<file path="config.mk">
export PLATFORM = sky130hd
export DESIGN_NAME = ext_mem_port
export DESIGN_NICKNAME = d
export VERILOG_FILES = /design/src/ext_mem_pkg.sv /design/src/access_seq_if.sv /design/src/access_seq.sv /design/src/ext_mem_port.sv
export SDC_FILE = /design/constraint.sdc
export NUM_CORES = 1
export LEC_CHECK = 0
export BUFFER_PORTS_ARGS = -buffer_cell sky130_fd_sc_hd__buf_2
export CORE_MARGIN = 2
export CORE_UTILIZATION = 47
export DETAILED_ROUTE_END_ITERATION = 8
export GPL_ROUTABILITY_DRIVEN = 1
export HOLD_SLACK_MARGIN = 0.02
export PLACE_DENSITY = 0.83
export SLEW_MARGIN = 30
export SYNTH_ARGS = -nofsm -noshare
export SYNTH_HDL_FRONTEND = slang
export SYNTH_SLANG_ARGS = --single-unit
export TNS_END_PERCENT = 50
</file>
<file path="constraint.sdc">
create_clock -name sys_clk_in -period 2.6 [get_ports sys_clk_in]
set_input_delay 0.26 -clock sys_clk_in [delete_from_list [all_inputs] [get_ports sys_clk_in]]
set_output_delay 0.26 -clock sys_clk_in [all_outputs]
set_load 0.03 [all_outputs]
</file>
<file path="src/ext_mem_pkg.sv">
/*
  Constants for the off-chip memory port: register offsets, field positions,
  reset values, address boundaries and pin-width figures.
  Assumes one 40 MHz clock and an APB master with 32-bit data.
*/
package ext_mem_pkg;
  localparam int ADDR_W = 16;
  localparam int LOW_W = 8;
  localparam int HIGH_W = 8;
  localparam int APB_AW = 12;
  localparam int APB_DW = 32;

  // register byte addresses
  localparam logic [APB_AW-1:0] OFS_CORE_CTRL = 12'h000;
  localparam logic [APB_AW-1:0] OFS_CTRL_FIRST = 12'h004;
  localparam logic [APB_AW-1:0] OFS_CTRL_SECOND = 12'h008;
  localparam logic [APB_AW-1:0] OFS_STATUS = 12'h00c;

  // core_control_reg fields
  localparam int CORE_ENABLE_BIT = 7;
  localparam int CORE_UPPER_WAIT_LOW_BIT = 6;
  // ext_mem_ctrl_first fields
  localparam int FIRST_LIMIT_LSB = 4;
  localparam int FIRST_LIMIT_W = 3;
  localparam int FIRST_LOWER_WAIT_LSB = 2;
  localparam int FIRST_UPPER_WAIT_HIGH_BIT = 1;
  // ext_mem_ctrl_second fields
  localparam int SECOND_KEEPER_BIT = 7;
  localparam int SECOND_RELEASE_LSB = 0;
  localparam int SECOND_RELEASE_W = 3;
  // status fields
  localparam int STATUS_BUSY_BIT = 0;
  localparam int STATUS_COMPAT_BIT = 1;
  localparam int STATUS_ENABLED_BIT = 2;

  localparam logic [7:0] CORE_RESET = 8'h00;
  localparam logic [7:0] FIRST_RESET = 8'h00;
  localparam logic [7:0] SECOND_RESET = 8'h00;

  // last internal data-space address, normal and compatibility map
  localparam logic [ADDR_W-1:0] INT_TOP_NORMAL = 16'h10ff;
  localparam logic [ADDR_W-1:0] INT_TOP_COMPAT = 16'h0fff;

  // sector limit counts in units of this many address bits
  localparam int SECTOR_SHIFT = 13;
  localparam int WAIT_W = 2;
endpackage

</file>
<file path="src/access_seq_if.sv">
/*
  Handshake between the port controller and its cycle sequencer.
  Assumes both ends share sys_clk_in.
*/
`timescale 1ns/1ps
interface access_seq_if;
  logic start;
  logic ext;
  logic wr;
  logic next_ram;
  logic [ext_mem_pkg::WAIT_W-1:0] waits;
  logic idle;
  logic done;
  logic ale;
  logic rd_n;
  logic wr_n;
  logic drive_data;
  logic capture;

  modport seq (
    input start, ext, wr, next_ram, waits,
    output idle, done, ale, rd_n, wr_n, drive_data, capture
  );
  modport ctl (
    output start, ext, wr, next_ram, waits,
    input idle, done, ale, rd_n, wr_n, drive_data, capture
  );
endinterface

</file>
<file path="src/access_seq.sv">
/*
  Cycle sequencer for one data access: address phase with latch pulse,
  strobe phase stretched by wait-states, final period.
  Assumes start is only raised while idle is high.
*/
`timescale 1ns/1ps
module access_seq (
  input wire logic sys_clk_in,
  input wire logic reset_in,
  access_seq_if.seq bus
);
  typedef enum logic [2:0] {S_IDLE, S_INT, S_ADDR, S_STROBE, S_LAST} seq_state_t;

  seq_state_t state_q, state_d;
  logic [ext_mem_pkg::WAIT_W-1:0] cnt_q, cnt_d;
  logic wr_q, wr_d;
  logic next_ram_q, next_ram_d;

  always_comb
  begin
    state_d = state_q;
    cnt_d = cnt_q;
    wr_d = wr_q;
    next_ram_d = next_ram_q;
    unique case (state_q)
      S_IDLE:
      begin
        if (bus.start)
        begin
          wr_d = bus.wr;
          next_ram_d = bus.next_ram;
          cnt_d = bus.waits;
          state_d = bus.ext ? S_ADDR : S_INT;
        end
      end
      S_INT: state_d = S_IDLE;
      S_ADDR: state_d = S_STROBE;
      S_STROBE:
      begin
        // one strobe clock, plus one per wait-state
        if (cnt_q == '0)
          state_d = S_LAST;
        else
          cnt_d = cnt_q - 1'b1;
      end
      S_LAST: state_d = S_IDLE;
    endcase
  end

  always_ff @(posedge sys_clk_in)
  begin
    if (reset_in)
    begin
      state_q <= S_IDLE;
      cnt_q <= '0;
      wr_q <= 1'b0;
      next_ram_q <= 1'b0;
    end
    else
    begin
      state_q <= state_d;
      cnt_q <= cnt_d;
      wr_q <= wr_d;
      next_ram_q <= next_ram_d;
    end
  end

  assign bus.idle = (state_q == S_IDLE);
  // internal access two clocks, external 4 + waits: two extra plus one per wait
  assign bus.done = (state_q == S_INT) || (state_q == S_LAST);
  // latch gate high in the address phase and, with next_ram, in the final period; low through the strobe
  assign bus.ale = (state_q == S_ADDR) || ((state_q == S_LAST) && next_ram_q);
  // strobes never leave high outside S_STROBE, so internal cycles keep them quiet
  assign bus.rd_n = !((state_q == S_STROBE) && !wr_q);
  assign bus.wr_n = !((state_q == S_STROBE) && wr_q);
  assign bus.drive_data = wr_q && ((state_q == S_STROBE) || (state_q == S_LAST));
  assign bus.capture = (state_q == S_LAST) && !wr_q;
endmodule

</file>
<file path="src/ext_mem_port.sv">
/*
  Off-chip memory port: APB register file, access decode, pin muxing
  against the general port, bus-keeper and compatibility restrictions.
  Assumes an APB master, a core that holds req_in until done_out, and an
  external transparent address latch gated by the latch pin.
*/
`timescale 1ns/1ps
module ext_mem_port #(
  parameter int ADDR_W = ext_mem_pkg::ADDR_W,
  parameter int LOW_W = ext_mem_pkg::LOW_W,
  parameter int HIGH_W = ext_mem_pkg::HIGH_W
) (
  input wire logic sys_clk_in,
  input wire logic reset_in,
  // apb slave
  input wire logic psel_in,
  input wire logic penable_in,
  input wire logic pwrite_in,
  input wire logic [ext_mem_pkg::APB_AW-1:0] paddr_in,
  input wire logic [ext_mem_pkg::APB_DW-1:0] pwdata_in,
  input wire logic [3:0] pstrb_in,
  output logic [ext_mem_pkg::APB_DW-1:0] prdata_out,
  output logic pready_out,
  output logic pslverr_out,
  // core data access
  input wire logic req_in,
  input wire logic req_write_in,
  input wire logic [ADDR_W-1:0] req_addr_in,
  input wire logic [LOW_W-1:0] req_wdata_in,
  input wire logic req_next_ram_in,
  output logic done_out,
  output logic ext_hit_out,
  output logic [LOW_W-1:0] rdata_out,
  // compatibility fuse level
  input wire logic compat_mode_in,
  // general port settings used while the pins are released
  input wire logic [LOW_W-1:0] port_low_data_in,
  input wire logic [LOW_W-1:0] port_low_dir_in,
  input wire logic [HIGH_W-1:0] port_high_data_in,
  input wire logic [HIGH_W-1:0] port_high_dir_in,
  input wire logic [2:0] port_ctrl_data_in,
  input wire logic [2:0] port_ctrl_dir_in,
  // pins
  input wire logic [LOW_W-1:0] muxed_low_bus_in,
  output logic [LOW_W-1:0] muxed_low_bus_out,
  output logic [LOW_W-1:0] muxed_low_bus_oe_out,
  output logic keeper_on_out,
  output logic [LOW_W-1:0] keeper_level_out,
  output logic [HIGH_W-1:0] high_address_bus_out,
  output logic [HIGH_W-1:0] high_address_bus_oe_out,
  output logic ale_out,
  output logic ale_oe_out,
  output logic rd_n_out,
  output logic rd_n_oe_out,
  output logic wr_n_out,
  output logic wr_n_oe_out
);
  localparam int W = ext_mem_pkg::WAIT_W;
  localparam int LW = ext_mem_pkg::FIRST_LIMIT_W;
  localparam int RW = ext_mem_pkg::SECOND_RELEASE_W;

  access_seq_if sq ();

  access_seq u_seq (
    .sys_clk_in(sys_clk_in),
    .reset_in(reset_in),
    .bus(sq)
  );

  // registers
  logic [7:0] core_q, core_d;
  logic [7:0] first_q, first_d;
  logic [7:0] second_q, second_d;
  logic ack_q, ack_d;
  logic err_q, err_d;
  logic [ext_mem_pkg::APB_DW-1:0] prdata_q, prdata_d;
  // fuse and bus input synchronisers
  logic compat_s1_q, compat_q;
  logic [LOW_W-1:0] low_s1_q, low_s2_q;
  // access state
  logic [ADDR_W-1:0] addr_q, addr_d;
  logic [LOW_W-1:0] wdata_q, wdata_d;
  logic [LOW_W-1:0] rdata_q, rdata_d;
  logic ext_q, ext_d;
  logic cap_pend_q, cap_pend_d;

  // derived configuration, compat mode masks the extended fields
  logic enabled;
  logic [W-1:0] upper_wait;
  logic [W-1:0] lower_wait;
  logic [LW-1:0] sector_limit;
  logic [RW-1:0] release_cnt;
  logic keeper_en;
  logic apb_access;
  logic is_ext;
  logic [W-1:0] sel_wait;

  function automatic logic past_internal(input logic [ADDR_W-1:0] a, input logic compat);
    past_internal = compat ? (a > ext_mem_pkg::INT_TOP_COMPAT) : (a > ext_mem_pkg::INT_TOP_NORMAL);
  endfunction

  function automatic logic [7:0] byte_write(input logic [7:0] old, input logic [ext_mem_pkg::APB_DW-1:0] wd,
                                            input logic lane);
    byte_write = lane ? wd[7:0] : old;
  endfunction

  assign enabled = core_q[ext_mem_pkg::CORE_ENABLE_BIT];
  assign upper_wait = compat_q ? {1'b0, core_q[ext_mem_pkg::CORE_UPPER_WAIT_LOW_BIT]}
                               : {first_q[ext_mem_pkg::FIRST_UPPER_WAIT_HIGH_BIT],
                                  core_q[ext_mem_pkg::CORE_UPPER_WAIT_LOW_BIT]};
  assign lower_wait = first_q[ext_mem_pkg::FIRST_LOWER_WAIT_LSB +: W];
  assign sector_limit = compat_q ? '0 : first_q[ext_mem_pkg::FIRST_LIMIT_LSB +: LW];
  assign release_cnt = compat_q ? '0 : second_q[ext_mem_pkg::SECOND_RELEASE_LSB +: RW];
  assign keeper_en = !compat_q && second_q[ext_mem_pkg::SECOND_KEEPER_BIT];

  // disabled: upper addresses are simply not served, never folded inward
  assign is_ext = enabled && past_internal(req_addr_in, compat_q);
  // lower sector below limit * 8K; limit zero means one sector
  assign sel_wait = ((sector_limit != '0) &&
                     (req_addr_in[ADDR_W-1:ext_mem_pkg::SECTOR_SHIFT] < sector_limit))
                    ? lower_wait : upper_wait;

  assign sq.start = req_in && sq.idle && !cap_pend_q;
  assign sq.ext = is_ext;
  assign sq.wr = req_write_in;
  assign sq.next_ram = req_next_ram_in;
  assign sq.waits = sel_wait;

  // apb: one wait state so read data comes from a flop
  assign apb_access = psel_in && penable_in && !ack_q;

  always_comb
  begin
    core_d = core_q;
    first_d = first_q;
    second_d = second_q;
    ack_d = apb_access;
    err_d = 1'b0;
    prdata_d = prdata_q;
    if (apb_access)
    begin
      prdata_d = '0;
      unique case (paddr_in)
        ext_mem_pkg::OFS_CORE_CTRL:
        begin
          prdata_d[7:0] = core_q;
          if (pwrite_in)
            core_d = byte_write(core_q, pwdata_in, pstrb_in[0]);
        end
        ext_mem_pkg::OFS_CTRL_FIRST:
        begin
          // absent in compat mode: reads zero, writes dropped, error flagged
          err_d = compat_q;
          if (!compat_q)
          begin
            prdata_d[7:0] = first_q;
            if (pwrite_in)
              first_d = byte_write(first_q, pwdata_in, pstrb_in[0]);
          end
        end
        ext_mem_pkg::OFS_CTRL_SECOND:
        begin
          err_d = compat_q;
          if (!compat_q)
          begin
            prdata_d[7:0] = second_q;
            if (pwrite_in)
              second_d = byte_write(second_q, pwdata_in, pstrb_in[0]);
          end
        end
        ext_mem_pkg::OFS_STATUS:
        begin
          prdata_d[ext_mem_pkg::STATUS_BUSY_BIT] = !sq.idle;
          prdata_d[ext_mem_pkg::STATUS_COMPAT_BIT] = compat_q;
          prdata_d[ext_mem_pkg::STATUS_ENABLED_BIT] = enabled;
          err_d = pwrite_in;
        end
        default: err_d = 1'b1;
      endcase
    end
  end

  always_comb
  begin
    addr_d = addr_q;
    wdata_d = wdata_q;
    ext_d = ext_q;
    rdata_d = rdata_q;
    cap_pend_d = 1'b0;
    if (sq.start)
    begin
      addr_d = req_addr_in;
      wdata_d = req_wdata_in;
      ext_d = is_ext;
      if (!is_ext)
        rdata_d = '0;
    end
    // bus sampled through two flops, so take it one clock after the last period
    if (sq.capture)
      cap_pend_d = 1'b1;
    if (cap_pend_q)
      rdata_d = low_s2_q;
  end

  always_ff @(posedge sys_clk_in)
  begin
    if (reset_in)
    begin
      core_q <= ext_mem_pkg::CORE_RESET;
      first_q <= ext_mem_pkg::FIRST_RESET;
      second_q <= ext_mem_pkg::SECOND_RESET;
      ack_q <= 1'b0;
      err_q <= 1'b0;
      prdata_q <= '0;
      compat_s1_q <= 1'b0;
      compat_q <= 1'b0;
      low_s1_q <= '0;
      low_s2_q <= '0;
      addr_q <= '0;
      wdata_q <= '0;
      rdata_q <= '0;
      ext_q <= 1'b0;
      cap_pend_q <= 1'b0;
    end
    else
    begin
      core_q <= core_d;
      first_q <= first_d;
      second_q <= second_d;
      ack_q <= ack_d;
      err_q <= err_d;
      prdata_q <= prdata_d;
      compat_s1_q <= compat_mode_in;
      compat_q <= compat_s1_q;
      low_s1_q <= muxed_low_bus_in;
      low_s2_q <= low_s1_q;
      addr_q <= addr_d;
      wdata_q <= wdata_d;
      rdata_q <= rdata_d;
      ext_q <= ext_d;
      cap_pend_q <= cap_pend_d;
    end
  end

  assign prdata_out = prdata_q;
  assign pready_out = ack_q;
  assign pslverr_out = ack_q && err_q;
  assign done_out = sq.done;
  assign ext_hit_out = ext_q;
  assign rdata_out = rdata_q;

  // pin muxing
  logic low_drive;
  always_comb
  begin
    low_drive = 1'b0;
    if (!enabled)
    begin
      muxed_low_bus_out = port_low_data_in;
      muxed_low_bus_oe_out = port_low_dir_in;
    end
    else
    begin
      // address during the latch phase, write data after; idle keeps address up
      low_drive = sq.ale || sq.idle || sq.drive_data || !ext_q;
      muxed_low_bus_out = sq.drive_data ? wdata_q : addr_q[LOW_W-1:0];
      muxed_low_bus_oe_out = {LOW_W{low_drive}};
    end
  end

  // keeper: weak hold of the last level seen, only while the port floats the bus
  assign keeper_on_out = enabled && keeper_en && !low_drive;
  assign keeper_level_out = low_s2_q;

  // upper release_cnt pins return to the port
  always_comb
  begin
    for (int i = 0; i < HIGH_W; i++)
    begin
      if (enabled && (i < HIGH_W - int'(release_cnt)))
      begin
        high_address_bus_out[i] = addr_q[LOW_W + i];
        high_address_bus_oe_out[i] = 1'b1;
      end
      else
      begin
        high_address_bus_out[i] = port_high_data_in[i];
        high_address_bus_oe_out[i] = port_high_dir_in[i];
      end
    end
  end

  // control pins: port order is {ale, rd_n, wr_n}
  assign ale_out = enabled ? sq.ale : port_ctrl_data_in[2];
  assign rd_n_out = enabled ? (sq.rd_n || !ext_q) : port_ctrl_data_in[1];
  assign wr_n_out = enabled ? (sq.wr_n || !ext_q) : port_ctrl_data_in[0];
  assign ale_oe_out = enabled || compat_q || port_ctrl_dir_in[2];
  assign rd_n_oe_out = enabled || compat_q || port_ctrl_dir_in[1];
  assign wr_n_oe_out = enabled || compat_q || port_ctrl_dir_in[0];
endmodule

</file>
==> results.toml, run 1 <==
[timing]
setup_viol = 0
final_max_slew_viol_count = 0
hold-worst-slack_ns = 0.0989
fin_setup_tns_ns = 0
skew_ns = 0.0140
fin_crit_sh = 0.967
slew_headroom = 0.557
finalCriticalPeriod_ns = 2.52
worstMarginPinSlew_ns = 0.663
hold_violations = 0
rsz0062_at_grt = "yes"
fmax_mhz = 398

[critical_path]
r2r_start = "compat_q$_SDFF_PP0_"
rrSetupSlack_ns = 0.34
cp_max_fo = 6
crit_path_start_kind = "flop"
endpoint_kind = "output pin"
reg2reg_depth = 7
path_class = "flop to output pin"
cp_data_arrival_time_ns = 2.26
worstPathRequired_ns = 2.34
r2r-end = "u_seq.cnt_q[0]$_SDFFE_PP0P_"

[power_and_ir_drop]
power_frac_seq = 0.519
p_leak_nw = 2.63
p_comb_frac = 0.160
total_power_mw = 2.89
p_per_area_mw_per_mm2 = 518
clkPwrFrac = 0.321
p_int_mw = 2.00
vdd_drop_max_mv = 0.395
swShare = 0.306
p_switching_mw = 0.882

[drt]
wirelength_mm = 11.3
drtIter0Drc = 211
routedWlPerCell_microns = 13.5
viasPerCell = 5.06
ant_nets = 0
drcViolationCount = 0
vias = 4233
firstDrtPassIters = 4

[die]
placementRows = 35
die_x_microns = 102
dieHeight_microns = 102
design.die.area_sq_mm = 0.0104
core_region_area_sq_mm = 0.00928
io-pin-count = 218
start_util = 0.486

[synthesis]
synth_cells = 550
synth_largest_area_cell = "dfxtp_1"
synth_edf_count = 0
ys_types = 59
synth_area_sq_mm = 0.00451
ys_seq_elements = 93
avgSynthCellArea_sq_um = 8.20
async_reset_ff_frac = 0
ys_seq_area_frac = 0.413
synth_flop_cell = "dfxtp_1"
synth_warnings = 0
synth_area_leaders = "dfxtp_1 (41%), nand2_1 (10%), mux2i_1 (7.3%)"
yosysTopAreaCellShare = 0.413

[run_status]
outcome = "complete, no violations"

[clock_network]
cts.clk_slew.worst_paths_ns = 0.10
cts_sinks = 93
cts_setup_buffers = 0
cts_tree = "done"
cts_hold_buf = 0
cts_max_level = 3
cts.path.max_buffers = 2
cts_root_buf = "clkbuf_8"
clk-insertion-delay-late_ns = 0.36
cts_buffers = 9

[place]
dpl-instance-area_sq_mm = 0.00536
place.port_buffers = 166
gp_congestion = 0.859
dp_hpwl_mm = 8.65

[global_routing]
grt_pass1_vias = 3955
grt_overflow_total = 0
grt_pass1_wl_mm = 18.1
antenna_found_initial = 0
grt_use_total = 0.218
grt_max_degree = 52

[worst_hold_path]
hp-start = "muxed_low_bus_in[4]"
holdPathStages = 2
min_to = "low_s1_q[4]$_SDFF_PP0_"
hold_path.class = "input pin to flop"

[layout]
nNetsFinal = 833
fillCellCount = 824
fin_util = 0.600
antenna_cells = 0
drive_gt1_frac = 0.313
area.growth.synth_to_final_pct = 23.5
layout_commonest_cell = "buf_2"
final_cell_mix = "buf_2 (166), nand2_1 (122), dfxtp_1 (91), nor2_1 (40), a21oi_1 (38)"
final_area_sq_mm = 0.00557

[job]
maxCapViolCount = 0
state kept, by name, summed over array words and instances, names as in the netlist, 2 cells and up:
signal	cells
addr_q	16
core_q	8
first_q	8
keeper_level_out	8
low_s1_q	8
prdata_out	8
rdata_out	8
second_q	8
wdata_q	8
u_seq.state_q	3
u_seq.cnt_q	2
per-stage QoR:
stage / instances / worst slack (ns)
6_report: 836 / 0.0847
3_5_place_dp: 820 / 0.343
5_1_grt: 836 / -0.0550
2_1_floorplan: 573 / 0.445
3_3_place_gp: 820 / 0.397
4_1_cts: 836 / 0.00650
critical path, cell delays in order, from the launching register on:
cell	delay (ns)
dfxtp_2	0.36
nand2b_1	0.17
ha_1	0.34
and2_1	0.19
o31ai_2	0.26
mux2_2	0.39
buf_2	0.18
power groups by stage:
stage / sequential, mW / clock [mW] / combinational, mW
floorplan: 1.53 / 0 / 0.329
global placement: 1.53 / 0 / 0.453
detailed placement: 1.53 / 0 / 0.462
CTS: 1.50 / 0.952 / 0.464
global route: 1.51 / 1.01 / 0.508
finish: 1.50 / 0.926 / 0.463
final cells by class:
cell class | count | area, sq um | share of cell area
clock buffers | 9 | 124 | 0.0222
clock inverters | 7 | 65.1 | 0.0117
inverters | 7 | 26.3 | 0.00472
multi-input cells | 416 | 2420 | 0.434
flip-flops and latches | 93 | 1860 | 0.335
well taps | 129 | 161 | 0.0290
repair buffers | 175 | 911 | 0.164
cell usage after synthesis (9+ instances only):
| cell type | number |
|---|---|
| o21ai_0 | 20 |
| nand2_1 | 122 |
| clkbuf_1 | 22 |
| nand2b_1 | 12 |
| nor2b_1 | 22 |
| dfxtp_1 | 93 |
| mux2_2 | 9 |
| and2_1 | 9 |
| a21oi_1 | 39 |
| nor2_1 | 41 |
| buf_4 | 25 |
| mux2i_1 | 33 |
what timing repair did:
action,CTS,global route
gates cloned,0,0
resized for setup,3,2
pin swaps,0,1
endpoints found under the setup margin,4,13
layer usage:
layer / part of all wire / global-route usage / vias to the layer above
met5: 0 / 0 / -
met4: 0.017 / 0.0872 / 0
met3: 0.071 / 0.0479 / 15
met2: 0.50 / 0.381 / 161
met1: 0.42 / 0.260 / 1932
li1: - / - / 2125
kinds of logic after synthesis:
logic type | share of synthesized area
buffers and inverters | 0.0755
xor gates and xnor gates | 0.00389
other | 0.000832
and+or+nand+nor | 0.273
adders and majority gates | 0.0111
DFF | 0.413
muxes | 0.0957
AOI/OAI and AO/OA | 0.127
how the worst max path moves through the flow:
stage | from | endpoint | slack (ns)
floorplan | u_seq.state_q[1]$_SDFFE_PP0P_ | keeper_on_out | 0.44
global placement | compat_q$_SDFF_PP0_ | high_address_bus_out[2] | 0.40
detailed placement | compat_q$_SDFF_PP0_ | high_address_bus_out[2] | 0.34
CTS | compat_q$_SDFF_PP0_ | high_address_bus_out[2] | 0.006
global route | compat_q$_SDFF_PP0_ | high_address_bus_out[5] | -0.06
finish | compat_q$_SDFF_PP0_ | high_address_bus_out[2] | 0.08
No activity file was read; power rests on OpenSTA's default activity.
==> run 2, diff against run 1 <==
--- a/config.mk
+++ b/config.mk
@@ -6,11 +6,13 @@
 export NUM_CORES = 1
 export LEC_CHECK = 0
 export BUFFER_PORTS_ARGS = -buffer_cell sky130_fd_sc_hd__buf_2
+export CAP_MARGIN = 0
 export CORE_MARGIN = 2
 export CORE_UTILIZATION = 47
 export DETAILED_ROUTE_END_ITERATION = 8
 export GPL_ROUTABILITY_DRIVEN = 1
 export HOLD_SLACK_MARGIN = 0.02
+export MAX_ROUTING_LAYER = met4
 export PLACE_DENSITY = 0.83
 export SLEW_MARGIN = 30
 export SYNTH_ARGS = -nofsm -noshare
==> constraint.sdc (replaced) <==
create_clock -name sys_clk_in -period 2.84 [get_ports sys_clk_in]
set_input_delay 0.284 -clock sys_clk_in [delete_from_list [all_inputs] [get_ports sys_clk_in]]
set_output_delay 0.284 -clock sys_clk_in [all_outputs]
set_load 0.03 [all_outputs]
==> run 2 against run 1 <==
- die area unchanged
- total power decreased by 7.1%
- setup slack improved by 0.068 ns
- via count increased by 2.0%
- global-route usage increased by 1.5 points
- core utilization decreased by 0.40 points
- sequential power decreased by 9%
- clock skew increased by 0.0095 ns
- combinational power decreased by 9.5%
- clock-buffer cell count unchanged
- first-iteration DRC count decreased by 18%
- highest routed layer unchanged
- critical path depth increased by 1
==> results.toml, run 2 (synthesis results as in run 1) <==
[run_status]
outcome = "complete, no violations"

[layout]
nNetsFinal = 830
area.growth.synth_to_final_pct = 22.7
final_area_sq_mm = 0.00553
top_register = "addr_q"
largest_reg_flops = 16
antenna_cells = 0
final_cell_mix = "buf_2 (166), nand2_1 (122), dfxtp_1 (91), nor2_1 (40), a21oi_1 (38)"
stdcell_count = 833
fillCellCount = 859
fin_util = 0.596
multi_input_area_sq_mm = 0.00240
ff_latch_area_sq_mm = 0.00186
drive_gt1_frac = 0.308
layout_commonest_cell = "buf_2"

[clock_network]
clk-insertion-delay-late_ns = 0.37
cts_max_level = 3
cts_buffers = 9
cts_hold_buf = 0
cts_sinks = 93
cts.path.max_buffers = 2
cts_root_buf = "clkbuf_8"
ctsResizeCount = 0
cts_tree = "done"
cts_setup_buffers = 0
cts.clk_slew.worst_paths_ns = 0.12

[die]
core_region_area_sq_mm = 0.00928
die_x_microns = 102
io-pin-count = 218
design.die.area_sq_mm = 0.0104
placementRows = 35
dieHeight_microns = 102
start_util = 0.486

[timing]
fmax_mhz = 372
setup_ws_ns = 0.152
setup_viol = 0
final_max_slew_viol_count = 0
slew_headroom = 0.490
rsz0062_at_grt = "no"
hold-worst-slack_ns = 0.110
fin_crit_sh = 0.946
skew_ns = 0.0235
worstMarginPinSlew_ns = 0.764
fin_setup_tns_ns = 0
hold_violations = 0
finalCriticalPeriod_ns = 2.69

[critical_path]
cp_data_arrival_time_ns = 2.40
path_class = "flop to output pin"
cp_max_fo = 10
rrSetupSlack_ns = 0.56
crit_path_start_kind = "flop"
endpoint_kind = "output pin"
worstPathRequired_ns = 2.56

[power_and_ir_drop]
p_per_area_mw_per_mm2 = 485
p_int_mw = 1.84
p_switching_mw = 0.843
swShare = 0.314
vdd_drop_max_mv = 0.347
power_frac_seq = 0.512
p_leak_nw = 2.62
total_power_mw = 2.68
p_comb_frac = 0.156
clkPwrFrac = 0.332

[drt]
vias = 4316
viasPerCell = 5.18
firstDrtPassIters = 4
routedWlPerCell_microns = 14.0
drtIter0Drc = 172
ant_nets = 0
wirelength_mm = 11.7
drcViolationCount = 0

[place]
dp_hpwl_mm = 8.97
gp_congestion = 0.892
dpl-instance-area_sq_mm = 0.00532
dp_slack_ns = 0.486
place.port_buffers = 166
dp_cells = 817

[worst_hold_path]
hold_path.class = "input pin to flop"

[global_routing]
antenna_found_initial = 0
grt_use_total = 0.233
grt_overflow_total = 0
grt_max_degree = 40
grt_pass1_vias = 4148
grt_pass1_wl_mm = 18.8

[job]
maxCapViolCount = 0
[run 2: cell count changes in the layout (fill, tap and decap cells not counted)]
cell / change
inv_6: -1
clkinv_4: -1
o21ai_2: +1
o31ai_2: -1
o31ai_1: +1
clkinv_8: +1
buf_4: -2
inv_8: +1
o21ai_4: -1
buf_12: -1
[run 2: final timing paths]
check | startpoint | end | depth (start not counted)
worst min register to register | keeper_level_out[3]$_SDFF_PP0_ | rdata_out[3]$_SDFFE_PP0P_ | 2
worst max register to register | compat_q$_SDFF_PP0_ | u_seq.cnt_q[1]$_SDFFE_PP0P_ | 7
worst max-delay path | compat_q$_SDFF_PP0_ | high_address_bus_out[2] | 7
worst min-delay path | muxed_low_bus_in[3] | low_s1_q[3]$_SDFF_PP0_ | 2
[run 2: worst max-delay path, stage by stage (launching register included)]
cell and delay (ns):
dfxtp_2 0.44, nand2b_1 0.16, ha_1 0.19, nor2b_1 0.19
a21oi_2 0.11, o31ai_1 0.37, mux2_2 0.39, buf_2 0.18
[run 2: final cells by class]
class / count / area share
multi-input cells: 416 / 0.435
flip-flops and latches: 93 / 0.337
repair buffers: 172 / 0.158
well taps: 129 / 0.0292
clock buffers: 9 / 0.0224
clock inverters: 7 / 0.0136
inverters: 7 / 0.00475
[run 2: power groups by stage]
| stage | Sequential (mW) | Clock [mW] | Combinational, mW |
|---|---|---|---|
| after floorplan | 1.40 | 0 | 0.301 |
| after global placement | 1.40 | 0 | 0.408 |
| after detailed placement | 1.40 | 0 | 0.418 |
| after CTS | 1.37 | 0.903 | 0.419 |
| after global routing | 1.38 | 0.952 | 0.459 |
| final | 1.37 | 0.890 | 0.419 |
[run 2: layer usage]
| metal | global-route usage | vias up | routed length (microns) |
|---|---|---|---|
| li1 | - | 2117 | - |
| met1 | 0.275 | 2017 | 4970 |
| met2 | 0.397 | 162 | 5730 |
| met3 | 0.0458 | 20 | 784 |
| met4 | 0.0779 | 0 | 210 |
| met5 | - | - | 0 |
